==> src/rtl/imsc_regs.vh <==
// register offsets, reset values and decode constants of the memory size block
// Notes on behaviour
// - reset loads program size with cf
// - decode c6/c8/ca/cc/cf as 24..60 kbytes
// - memory beyond selected size stays unmapped
// - reset loads expansion ram size with 0a
// - decode 0c none, 0a 1024 bytes
`ifndef IMSC_REGS_VH
`define IMSC_REGS_VH

// ****************************************
// register map
// ****************************************
`define IMSC_ROM_SIZE_OFF   12'h000
`define IMSC_XRAM_SIZE_OFF  12'h004
`define IMSC_STATUS_OFF     12'h008

// ****************************************
// reset values
// ****************************************
`define IMSC_ROM_SIZE_RST   8'hcf
`define IMSC_XRAM_SIZE_RST  8'h0a

// ****************************************
// program memory size codes and limits in kbytes
// ****************************************
`define IMSC_ROM_24K        8'hc6
`define IMSC_ROM_32K        8'hc8
`define IMSC_ROM_40K        8'hca
`define IMSC_ROM_48K        8'hcc
`define IMSC_ROM_60K        8'hcf
`define IMSC_KB_24          6'd24
`define IMSC_KB_32          6'd32
`define IMSC_KB_40          6'd40
`define IMSC_KB_48          6'd48
`define IMSC_KB_60          6'd60
`define IMSC_KB_EXP_LIMIT   6'd56

// ****************************************
// expansion ram size codes
// ****************************************
`define IMSC_XRAM_NONE      8'h0c
`define IMSC_XRAM_1K        8'h0a
`define IMSC_XRAM_1K_BYTES  11'd1024

// ****************************************
// status register fields
// ****************************************
`define IMSC_ST_ROM_VALID   0
`define IMSC_ST_XRAM_VALID  1
`define IMSC_ST_XRAM_ON     2
`define IMSC_ST_EXP_OK      3

`endif

==> src/rtl/imsc_size_reg.v <==
// one byte-wide size register with reset value and byte-lane write
`timescale 1ns/100ps
module imsc_size_reg #(
	parameter [7:0] RST_VAL = 8'h00
) (
	input  wire       pclk,
	input  wire       presetn,
	input  wire       wr_en,
	input  wire [3:0] pstrb,
	input  wire [7:0] wdata,
	output reg  [7:0] value_q
);

	// only lane 0 updates the byte; a write without it leaves the value alone
	always @(posedge pclk or negedge presetn) begin
		if (!presetn) begin
			value_q <= RST_VAL;
		end else if (wr_en && pstrb[0]) begin
			value_q <= wdata;
		end
	end

endmodule

==> src/rtl/imsc_top.v <==
// apb register bank selecting mapped program flash and expansion ram size
`timescale 1ns/100ps
`include "imsc_regs.vh"
module imsc_top (
	input  wire        pclk,
	input  wire        presetn,
	input  wire        psel,
	input  wire        penable,
	input  wire        pwrite,
	input  wire [11:0] paddr,
	input  wire [31:0] pwdata,
	input  wire [3:0]  pstrb,
	output reg  [31:0] prdata,
	output reg         pready,
	output reg         pslverr,
	input  wire [15:0] mem_addr,
	input  wire        ext_exp_en,
	output reg  [5:0]  rom_size_kb,
	output reg  [10:0] xram_size_bytes,
	output reg         rom_hit,
	output reg         rom_code_valid,
	output reg         xram_code_valid
);

	// ****************************************
	// bus decode
	// ****************************************
	wire        setup_ph;
	wire        sel_rom;
	wire        sel_xram;
	wire        sel_stat;
	wire        mapped;
	wire        wr_rom;
	wire        wr_xram;
	wire [7:0]  rom_q;
	wire [7:0]  xram_q;
	reg  [5:0]  rom_kb_d;
	reg         rom_ok_d;
	reg  [10:0] xram_d;
	reg         xram_ok_d;
	reg         ext_s1_q;
	reg         ext_s2_q;
	reg  [31:0] rdata_d;

	assign setup_ph = psel && !penable;
	assign sel_rom  = (paddr == `IMSC_ROM_SIZE_OFF);
	assign sel_xram = (paddr == `IMSC_XRAM_SIZE_OFF);
	assign sel_stat = (paddr == `IMSC_STATUS_OFF);
	assign mapped   = sel_rom | sel_xram | sel_stat;
	// writes land at the access edge; the decode sees them at once, the registered map outputs one cycle later
	assign wr_rom   = psel && penable && pready && pwrite && sel_rom;
	assign wr_xram  = psel && penable && pready && pwrite && sel_xram;

	// ****************************************
	// size registers
	// ****************************************
	imsc_size_reg #(
		.RST_VAL (`IMSC_ROM_SIZE_RST)
	) u_rom_size (
		.pclk    (pclk),
		.presetn (presetn),
		.wr_en   (wr_rom),
		.pstrb   (pstrb),
		.wdata   (pwdata[7:0]),
		.value_q (rom_q)
	);

	imsc_size_reg #(
		.RST_VAL (`IMSC_XRAM_SIZE_RST)
	) u_xram_size (
		.pclk    (pclk),
		.presetn (presetn),
		.wr_en   (wr_xram),
		.pstrb   (pstrb),
		.wdata   (pwdata[7:0]),
		.value_q (xram_q)
	);

	// ****************************************
	// size decode
	// ****************************************
	// unknown codes map nothing rather than guess a size
	always @* begin
		rom_ok_d = 1'b1;
		case (rom_q)
			`IMSC_ROM_24K: rom_kb_d = `IMSC_KB_24;
			`IMSC_ROM_32K: rom_kb_d = `IMSC_KB_32;
			`IMSC_ROM_40K: rom_kb_d = `IMSC_KB_40;
			`IMSC_ROM_48K: rom_kb_d = `IMSC_KB_48;
			`IMSC_ROM_60K: rom_kb_d = `IMSC_KB_60;
			default: begin
				rom_kb_d = 6'd0;
				rom_ok_d = 1'b0;
			end
		endcase
	end

	always @* begin
		xram_ok_d = 1'b1;
		case (xram_q)
			`IMSC_XRAM_NONE: xram_d = 11'd0;
			`IMSC_XRAM_1K:   xram_d = `IMSC_XRAM_1K_BYTES;
			default: begin
				xram_d    = 11'd0;
				xram_ok_d = 1'b0;
			end
		endcase
	end

	// ****************************************
	// pin synchroniser for the expansion strap
	// ****************************************
	always @(posedge pclk or negedge presetn) begin
		if (!presetn) begin
			ext_s1_q <= 1'b0;
			ext_s2_q <= 1'b0;
		end else begin
			ext_s1_q <= ext_exp_en;
			ext_s2_q <= ext_s1_q;
		end
	end

	// ****************************************
	// memory map outputs
	// ****************************************
	// registered so the map changes cleanly one cycle after a write
	always @(posedge pclk or negedge presetn) begin
		if (!presetn) begin
			rom_size_kb     <= `IMSC_KB_60;
			xram_size_bytes <= `IMSC_XRAM_1K_BYTES;
			rom_code_valid  <= 1'b1;
			xram_code_valid <= 1'b1;
			rom_hit         <= 1'b0;
		end else begin
			rom_size_kb     <= rom_kb_d;
			xram_size_bytes <= xram_d;
			rom_code_valid  <= rom_ok_d;
			xram_code_valid <= xram_ok_d;
			// above the selected size the address is not internal
			rom_hit         <= ({4'h0, mem_addr[15:10]} < {4'h0, rom_size_kb});
		end
	end

	// ****************************************
	// read mux
	// ****************************************
	always @* begin
		rdata_d = 32'h0000_0000;
		if (sel_rom) begin
			rdata_d = {24'h00_0000, rom_q};
		end else if (sel_xram) begin
			rdata_d = {24'h00_0000, xram_q};
		end else if (sel_stat) begin
			rdata_d[`IMSC_ST_ROM_VALID]  = rom_ok_d;
			rdata_d[`IMSC_ST_XRAM_VALID] = xram_ok_d;
			rdata_d[`IMSC_ST_XRAM_ON]    = (xram_d != 11'd0);
			// set while the map leaves room for external devices or the expansion strap is off
			rdata_d[`IMSC_ST_EXP_OK]     = !ext_s2_q || (rom_kb_d < `IMSC_KB_EXP_LIMIT);
		end
	end

	// ****************************************
	// apb answer: no wait state, ready in the first access cycle
	// ****************************************
	always @(posedge pclk or negedge presetn) begin
		if (!presetn) begin
			pready  <= 1'b0;
			pslverr <= 1'b0;
			prdata  <= 32'h0000_0000;
		end else begin
			pready  <= setup_ph;
			pslverr <= setup_ph && !mapped;
			if (setup_ph && !pwrite) begin
				prdata <= rdata_d;
			end
		end
	end

endmodule

==> config.mk <==
export PLATFORM = sky130hd
export DESIGN_NAME = imsc_top
export DESIGN_NICKNAME = d
export VERILOG_FILES = /design/src/rtl/imsc_size_reg.v /design/src/rtl/imsc_top.v
export VERILOG_INCLUDE_DIRS = /design/src /design/src/rtl
export SDC_FILE = /design/constraint.sdc
export NUM_CORES = 1
export LEC_CHECK = 0
export BUFFER_PORTS_ARGS = -buffer_cell sky130_fd_sc_hd__buf_2
export CAP_MARGIN = 20
export CORE_UTILIZATION = 39
export DETAILED_ROUTE_END_ITERATION = 10
export PLACE_DENSITY_LB_ADDON = 0.12
export SYNTH_ARGS = -nofsm -noshare
export SYNTH_HDL_FRONTEND = slang
export SYNTH_SLANG_ARGS = --single-unit
export TNS_END_PERCENT = 5
==> constraint.sdc <==
create_clock -name pclk -period 1.8 [get_ports pclk]
set_input_delay 0.18 -clock pclk [delete_from_list [all_inputs] [get_ports pclk]]
set_output_delay 0.18 -clock pclk [all_outputs]
set_load 0.1 [all_outputs]
==> qor.csv, run 1 <==
stage,metric,value,unit
run_status,outcome,finished clean,
clock_tree,cts_tree,built,
setup_path,cp_slowest_cell,or4_4,
setup_path,worstSetupEndpointType,register,
floorplanning,ioPinCount,124,
setup_path,reg2reg_depth,5,
yosys,yosysMostFrequentCell,buf_4,
floorplanning,dieArea,0.00534,mm²
yosys,avgSynthCellArea,10.9,µm²
yosys,yosys-top-cells-count,"buf_4 (36), dfrtp_1 (21), dfstp_2 (15)",
sta,worst_clock_skew,5.74,ps
yosys,synth_area_leader_cell,dfrtp_1,
drt,drt_first_pass_iters,4,
yosys,synth_cell_types,41,
setup_path,ff2ff_setup_slack,70,ps
sta,maxSlewViolCount,0,
drt,drt_wl_total,3800,µm
setup_path,required,2000,ps
grt,grt_pass1_vias,1301,
grt,groute.usage.overall,0.158,
yosys,synth-main-ff-cell,dfrtp_1,
power_and_ir_drop,cellPowerDensity,817,mW/mm²
clock_tree,h-tree-depth,2,
drt,drc,0,
power_and_ir_drop,ir_drop,0.484,mV
final_layout,n_antenna_cell,0,
sta,rsz0062_at_grt,no,
clock_tree,cts_buffer_depth,2,
final_layout,nNetsFinal,323,
grt,grt_max_degree,23,
setup_path,max_stage_delay,530,ps
placement,place_ws,-224,ps
floorplanning,core,0.00479,mm²
placement,port_buffers,48,
placement,dp_hpwl,3030,µm
sta,finalWorstSetupSlack,70.2,ps
final_layout,final_area,0.00243,mm²
final_layout,instances_no_fill,318,
clock_tree,cts_setup_buffers,0,
worst_hold_path,hold_path.class,primary input to register,
floorplanning,start_util,0.412,
placement,globalplace.congestion,0.729,
placement,dpl.cell_count,308,
sta,layout_min_cycle_time,1730,ps
yosys,async_flop_share,1.00,
setup_path,path_max_fanout,3,
drt,postRouteAntennaNets,0,
clock_tree,clkTransAtPathRegs,70,ps
yosys,ys_warn_count,0,
yosys,yosysSeqAreaShare,0.466,
floorplanning,die_width,73.1,µm
final_layout,syn_to_final_growth,23.2,%
placement,place_area,0.00229,mm²
final_layout,drive_above_1_share,0.390,
yosys,synth_top_area_frac,0.266,
power_and_ir_drop,p_leak,1.22,nW
final_layout,finish.utilization,0.507,
setup_path,r2r_end,prdata[0],
worst_hold_path,hp-start,pwdata[4],
job,drv_cap,0,
yosys,synth-seq-cells,36,
worst_hold_path,min_to,u_xram_size.value_q[4],
sta,hold_violations,0,
drt,dr_total_vias,1445,
setup_path,startpoint_type,primary input,
grt,grt_pass1_wl,6280,µm
grt,grt-ovfl-total,0,
setup_path,path_cells,"buf_2, or4_4, or4_1, a2111o_1, a211oi_2",
setup_path,r2r-start,u_rom_size.value_q[7],
yosys,syn_area,0.00197,mm²
yosys,synth-edff-count,0,
clock_tree,cts_root_buffer,clkbuf_8,
drt,wire_per_inst,11.9,µm
sta,period_share,0.961,
setup_path,path_class,primary input to register,
yosys,netlist_instances,181,
yosys,synth_top_cells_by_area,"dfrtp_1 (27%), dfstp_2 (20%), buf_4 (14%), mux2_1 (7.4%), mux2i_1 (3.0%)",
sta,clock.fmax,0.578,GHz
grt,antenna_found_initial,0,
drt,drt-initial-drc-count,48,
sta,finalSetupViolations,0,
setup_path,crit_arrival,1930,ps
drt,vias_per_cell,4.54,
clock_tree,numCtsBuffers,5,
clock_tree,worstSkewPairLatency,290,ps
floorplanning,die-height,73.1,µm
floorplanning,rows,25,
clock_tree,clock-sinks,36,
worst_hold_path,worstHoldPathCells,2,
## what timing repair did
item / 4_1_cts / 5_1_grt
endpoints found under the setup margin: 1 / 2
hold buffers: 2 / 0
resized for setup: 1 / 1
hold endpoints to repair: 13 / 0
## cell usage in the layout, fill, tap and decap left out, drive strengths merged
cell / instances
and3b: 1
ha: 3
nor4bb: 1
conb: 36
xnor2: 4
a21o: 2
clkbuf: 8
and3: 5
nor4: 4
nand2: 9
nand4b: 1
a21oi: 3
a2111o: 1
nand4: 1
o211ai: 1
mux2i: 6
xor2: 1
or2: 1
a211oi: 2
nor4b: 1
inv: 6
a2bb2oi: 1
nor3: 1
buf: 67
or4b: 2
mux2: 16
a221oi: 1
dfstp: 15
dfrtp: 21
o32ai: 1
or4: 4
nand3: 5
nor2: 5
dlygate4sd3: 2
o21ai: 6
nand2b: 7
## report_power, final
| group | switching (mW) | leakage (nW) | internal, mW | total, mW |
|---|---|---|---|---|
| combinational | 0.465 | 0.729 | 0.0611 | 0.526 |
| clock | 0.279 | 0.0515 | 0.349 | 0.629 |
| sequential | 0.00564 | 0.434 | 0.824 | 0.829 |
| total | 0.750 | 1.22 | 1.23 | 1.98 |
## logic make-up after synthesis
logic type      share of synthesized area
flops                               0.466
xor+xnor                           0.0222
buf+inv                             0.161
other cells                       0.00190
mux                                 0.122
simple gates                        0.145
compound gates                     0.0635
fa+ha+maj                          0.0190
## layout make-up
class / instances / area [µm²]
fill: 482 / 2360
sequential: 36 / 921
multi-input combinational: 132 / 886
timing repair buffer: 69 / 415
clock buffer: 8 / 100
tap: 67 / 83.8
inverter: 6 / 22.5
## worst max path at each step
stage,slack [ps],start,to,depth (start not counted)
finish,70,paddr[7],prdata[0],5
CTS,30,u_rom_size.value_q[7],prdata[0],5
global placement,-210,paddr[7],prdata[0],5
floorplan,-100,paddr[7],prdata[0],4
detailed placement,-220,paddr[7],prdata[0],5
global route,6,paddr[7],prdata[3],6
## metal layers
layer | wire [µm] | vias up | global-route usage
li1 | - | 695 | -
met1 | 1760 | 677 | 0.207
met2 | 1710 | 66 | 0.256
met3 | 270 | 7 | 0.0373
met4 | 53 | 0 | 0.0523
met5 | 0 | - | 0
## per-stage QoR
step	power [mW]	TNS [ps]	hold slack [ps]
floorplan	1.35	-96.0	-116
global placement	1.37	-2840	172
finish	1.98	0	112
detailed placement	1.37	-2590	178
CTS	2.01	0	105
global route	2.06	0	115
## registers in the layout (all words and copies together) (netlist names)
signal and cells:
xram_code_valid 1, xram_size_bytes 1, rom_code_valid 1, prdata 8
u_rom_size.value_q 8, rom_hit 1, pready 1, ext_s2_q 1
pslverr 1, rom_size_kb 4, ext_s1_q 1, u_xram_size.value_q 8
## critical path, delay by kind of cell
kind	cells	cell delay [ps]
and+or+nand+nor	2	1040
AOI/OAI and AO/OA	2	610
buffers and inverters	1	90
No activity file was read; power rests on OpenSTA's default activity.
==> run 2: changes to the inputs <==
--- a/config.mk
+++ b/config.mk
@@ -11,6 +11,7 @@
 export CORE_UTILIZATION = 39
 export DETAILED_ROUTE_END_ITERATION = 10
 export PLACE_DENSITY_LB_ADDON = 0.12
+export SETUP_SLACK_MARGIN = 0.2
 export SYNTH_ARGS = -nofsm -noshare
 export SYNTH_HDL_FRONTEND = slang
 export SYNTH_SLANG_ARGS = --single-unit
==> constraint.sdc (replaced) <==
create_clock -name pclk -period 1.45 [get_ports pclk]
set_input_delay 0.145 -clock pclk [delete_from_list [all_inputs] [get_ports pclk]]
set_output_delay 0.145 -clock pclk [all_outputs]
set_load 0.1 [all_outputs]
==> qor.csv, run 2 (synthesis results as in run 1) <==
stage,metric,value,unit
drt,drt-initial-drc-count,34,
setup_path,worstSetupEndpointType,register,
final_layout,finish.utilization,0.553,
clock_tree,clock-sinks,36,
clock_tree,clkTransAtPathRegs,70,ps
grt,groute.usage.overall,0.161,
sta,clock.fmax,0.603,GHz
sta,finalWorstSetupSlack,-209,ps
final_layout,final_area,0.00265,mm²
sta,maxSlewViolCount,0,
final_layout,n_antenna_cell,0,
job,drv_cap,0,
setup_path,crit_arrival,1860,ps
setup_path,path_class,primary input to register,
floorplanning,dieArea,0.00534,mm²
sta,finalSetupViolations,14,
placement,dpl.cell_count,321,
grt,grt_pass1_vias,1323,
grt,grt-ovfl-total,0,
setup_path,r2r_end,prdata[0],
final_layout,drive_above_1_share,0.504,
drt,vias_per_cell,4.38,
setup_path,cp_slowest_cell,or4_4,
setup_path,startpoint,paddr[11],
floorplanning,core,0.00479,mm²
drt,drc,0,
drt,drt_first_pass_iters,4,
floorplanning,rows,25,
final_layout,final_cell_mix,"buf_2 (47), conb_1 (36), buf_4 (30)",
run_status,outcome,"complete, but fails checks",
sta,setup_tns,-1210,ps
final_layout,multi_input_area,991,µm²
grt,grt_pass1_wl,6390,µm
placement,place_area,0.00239,mm²
floorplanning,die_width,73.1,µm
sta,layout_min_cycle_time,1660,ps
power_and_ir_drop,p_leak,1.31,nW
clock_tree,worstSkewPairLatency,280,ps
drt,drt_wl_total,3950,µm
final_layout,nNetsFinal,336,
worst_hold_path,hold_path.class,primary input to register,
drt,wire_per_inst,11.9,µm
drt,dr_total_vias,1450,
setup_path,path_max_fanout,5,
setup_path,path_cells,"buf_6, or4_4, or4_1, a2111o_1, a211oi_2",
placement,place_ws,-494,ps
floorplanning,start_util,0.412,
clock_tree,h-tree-depth,2,
placement,globalplace.congestion,0.748,
setup_path,ff2ff_setup_slack,-200,ps
setup_path,required,1650,ps
setup_path,crit_family,simple AND/OR/NAND/NOR gates,
drt,postRouteAntennaNets,0,
sta,rsz0062_at_grt,yes,
placement,dp_hpwl,3150,µm
setup_path,startpoint_type,primary input,
final_layout,instances_no_fill,331,
grt,antenna_found_initial,0,
floorplanning,ioPinCount,124,
final_layout,seq_area,921,µm²
sta,hold_violations,0,
clock_tree,cts_root_buffer,clkbuf_8,
final_layout,fillerInstances,447,
setup_path,max_stage_delay,560,ps
setup_path,setup.worst_path.end,prdata[0],
setup_path,crit_buf_inv,1,
clock_tree,cts_buffer_depth,2,
power_and_ir_drop,ir_drop,0.497,mV
setup_path,reg2reg_depth,5,
clock_tree,numCtsBuffers,5,
grt,grt_max_degree,22,
power_and_ir_drop,cellPowerDensity,960,mW/mm²
final_layout,top_regs,"prdata: 8 flops, u_rom_size.value_q: 8 flops, u_xram_size.value_q: 8 flops",
clock_tree,cts_tree,built,
placement,port_buffers,48,
clock_tree,cts_setup_buffers,0,
sta,worst_clock_skew,5.49,ps
final_layout,layout_commonest_cell,buf_2,
run_status,violations,setup timing,
setup_path,cp.depth,5,
final_layout,syn_to_final_growth,34.3,%
floorplanning,die-height,73.1,µm
sta,period_share,1.14,
setup_path,r2r-start,u_rom_size.value_q[6],
run 2: how the worst min path moves through the flow:
stage / endpoint / cells past startpoint / slack (ps) / from
2_1_floorplan: ext_s1_q / 0 / -150 / presetn
3_3_place_gp: prdata[4] / 1 / 130 / presetn
3_5_place_dp: prdata[4] / 1 / 120 / presetn
4_1_cts: u_xram_size.value_q[7] / 2 / 80 / pwdata[7]
5_1_grt: u_xram_size.value_q[5] / 2 / 90 / pwdata[5]
6_report: u_xram_size.value_q[5] / 2 / 90 / pwdata[5]
run 2: final cells by class:
class	count	area share
clock buffers	6	0.0274
inverters	6	0.00850
clock inverters	2	0.0132
flip-flops and latches	36	0.348
repair buffers	82	0.197
well taps	67	0.0316
multi-input cells	132	0.374
run 2: report_power, final:
group | internal [mW] | switching, mW
clock | 0.510 | 0.340
combinational | 0.0823 | 0.581
sequential | 1.02 | 0.00805
run 2: metrics by stage:
step	hold slack (ps)	power, mW
after floorplan	-151	1.67
after global placement	129	1.70
final	93.9	2.54
after global routing	89.6	2.64
after detailed placement	124	1.70
after CTS	81.9	2.58
run 2: metal layers:
layer | GRT usage | part of all wire
met1 | 0.225 | 0.50
met2 | 0.240 | 0.44
met3 | 0.0331 | 0.047
met4 | 0.0719 | 0.012
met5 | 0 | 0
run 2: what timing repair did:
action                                  4_1_cts  5_1_grt
hold buffers                                  2        0
cloned                                        0        0
endpoints found under the hold margin        14        0
endpoints found under the setup margin       39       41
gates resized for setup                      23        5
pin swaps                                     5        2
==> run 3: changes to the inputs <==
--- a/config.mk
+++ b/config.mk
@@ -15,4 +15,4 @@
 export SYNTH_ARGS = -nofsm -noshare
 export SYNTH_HDL_FRONTEND = slang
 export SYNTH_SLANG_ARGS = --single-unit
-export TNS_END_PERCENT = 5
+export TNS_END_PERCENT = 100
==> qor.csv, run 3 (synthesis results as in run 1) <==
stage,metric,value,unit
sta,worst_clock_skew,2.63,ps
setup_path,ff2ff_setup_slack,-190,ps
setup_path,required,1660,ps
sta,layout_min_cycle_time,1660,ps
run_status,violations,setup timing,
final_layout,fillerInstances,412,
grt,grt_pass1_vias,1384,
drt,drt-initial-drc-count,35,
setup_path,startpoint_type,primary input,
job,drv_cap,0,
drt,postRouteAntennaNets,0,
final_layout,drive_above_1_share,0.554,
drt,drt_first_pass_iters,4,
final_layout,multi_input_area,0.00106,mm²
drt,drc,0,
floorplanning,die-height,73.1,µm
clock_tree,cts_root_buffer,clkbuf_8,
setup_path,reg2reg_depth,5,
clock_tree,clock-sinks,36,
floorplanning,core,0.00479,mm²
grt,groute.usage.overall,0.166,
setup_path,path_class,primary input to register,
worst_hold_path,min_to,u_rom_size.value_q[0],
floorplanning,start_util,0.412,
run_status,outcome,"complete, but fails checks",
final_layout,nNetsFinal,341,
sta,finalWorstSetupSlack,-210,ps
drt,vias_per_cell,4.53,
clock_tree,clkTransAtPathRegs,70,ps
final_layout,seq_area,925,µm²
setup_path,r2r-start,u_rom_size.value_q[6],
setup_path,worstSetupEndpointType,register,
placement,port_buffers,48,
drt,dr_total_vias,1523,
grt,grt_max_degree,16,
sta,maxSlewViolCount,0,
clock_tree,cts_buffer_depth,2,
final_layout,n_antenna_cell,0,
clock_tree,cts_tree,built,
sta,rsz0062_at_grt,yes,
final_layout,top_regs,"prdata: 8 flops, u_rom_size.value_q: 8 flops, u_xram_size.value_q: 8 flops",
floorplanning,ioPinCount,124,
grt,antenna_found_initial,0,
final_layout,layout_commonest_cell,conb_1,
placement,dp_hpwl,3260,µm
worst_hold_path,worstHoldPathCells,2,
grt,grt-ovfl-total,0,
final_layout,syn_to_final_growth,43.8,%
grt,grt_pass1_wl,6560,µm
setup_path,r2r_end,prdata[0],
sta,hold-worst-slack,91.8,ps
clock_tree,h-tree-depth,2,
clock_tree,numCtsBuffers,5,
final_layout,final_cell_mix,"conb_1 (36), buf_2 (34), buf_4 (32)",
sta,clock.fmax,0.603,GHz
sta,finalSetupViolations,16,
power_and_ir_drop,report.power.total,2.45,mW
clock_tree,worstSkewPairLatency,290,ps
floorplanning,rows,25,
power_and_ir_drop,ir_drop,0.544,mV
placement,globalplace.congestion,0.776,
worst_hold_path,hp-start,pwdata[0],
floorplanning,die_width,73.1,µm
worst_hold_path,hold_path.class,primary input to register,
setup_path,crit_arrival,1870,ps
sta,setup_tns,-1370,ps
floorplanning,dieArea,0.00534,mm²
power_and_ir_drop,p_leak,1.36,nW
sta,hold_violations,0,
setup_path,path_max_fanout,5,
drt,wire_per_inst,12.9,µm
sta,period_share,1.14,
power_and_ir_drop,cellPowerDensity,863,mW/mm²
drt,drt_wl_total,4330,µm
## run 3: worst max path at each step
stage                      endpoint                   from  cells after the start
after global routing      prdata[3]  u_rom_size.value_q[6]                      6
final                     prdata[0]              paddr[11]                      5
after detailed placement  prdata[0]              paddr[11]                      5
after CTS                 prdata[3]  u_rom_size.value_q[6]                      6
after global placement    prdata[0]              paddr[11]                      5
after floorplan           prdata[0]              paddr[11]                      4
## run 3: what timing repair did
action,CTS,global route
setup endpoints to repair,40,39
cloned,0,0
resized for setup,32,26
pin swaps,5,5
setup buffers,4,0
hold buffers,2,0
hold endpoints to repair,11,0
## run 3: area by class of cell
cell class | instances | area share
Multi-Input combinational cell | 132 | 0.373
Sequential cell | 36 | 0.326
Timing Repair Buffer | 87 | 0.231
Clock buffer | 8 | 0.0318
Tap cell | 67 | 0.0296
Inverter | 6 | 0.00883
## run 3: critical path: stages
cell and delay, ps:
buf_6 90, or4_4 570, or4_4 530, a2111o_1 360
a211oi_2 170
## run 3: metrics by stage
| step | setup WS (ps) | instance area [µm²] | utilization | std cells |
|---|---|---|---|---|
| floorplan | -333 | 2170 | - | 216 |
| finish | -210 | 2840 | 0.592 | 336 |
| global route | -265 | 2840 | 0.592 | 336 |
| CTS | -204 | 2740 | 0.572 | 336 |
| global placement | -485 | 2470 | 0.515 | 322 |
| detailed placement | -505 | 2470 | 0.515 | 322 |
## run 3: layer usage
layer	GRT usage	vias to the layer above	share of wire
met5	0	-	0
met4	0.0654	0	0.015
met3	0.0373	6	0.054
met2	0.250	65	0.45
met1	0.231	722	0.48
li1	-	730	-
## run 3: power breakdown
part           internal [mW]  total (mW)  switching [mW]
combinational         0.0924       0.679           0.587
sequential              1.02        1.03         0.00825
clock                  0.388       0.736           0.349
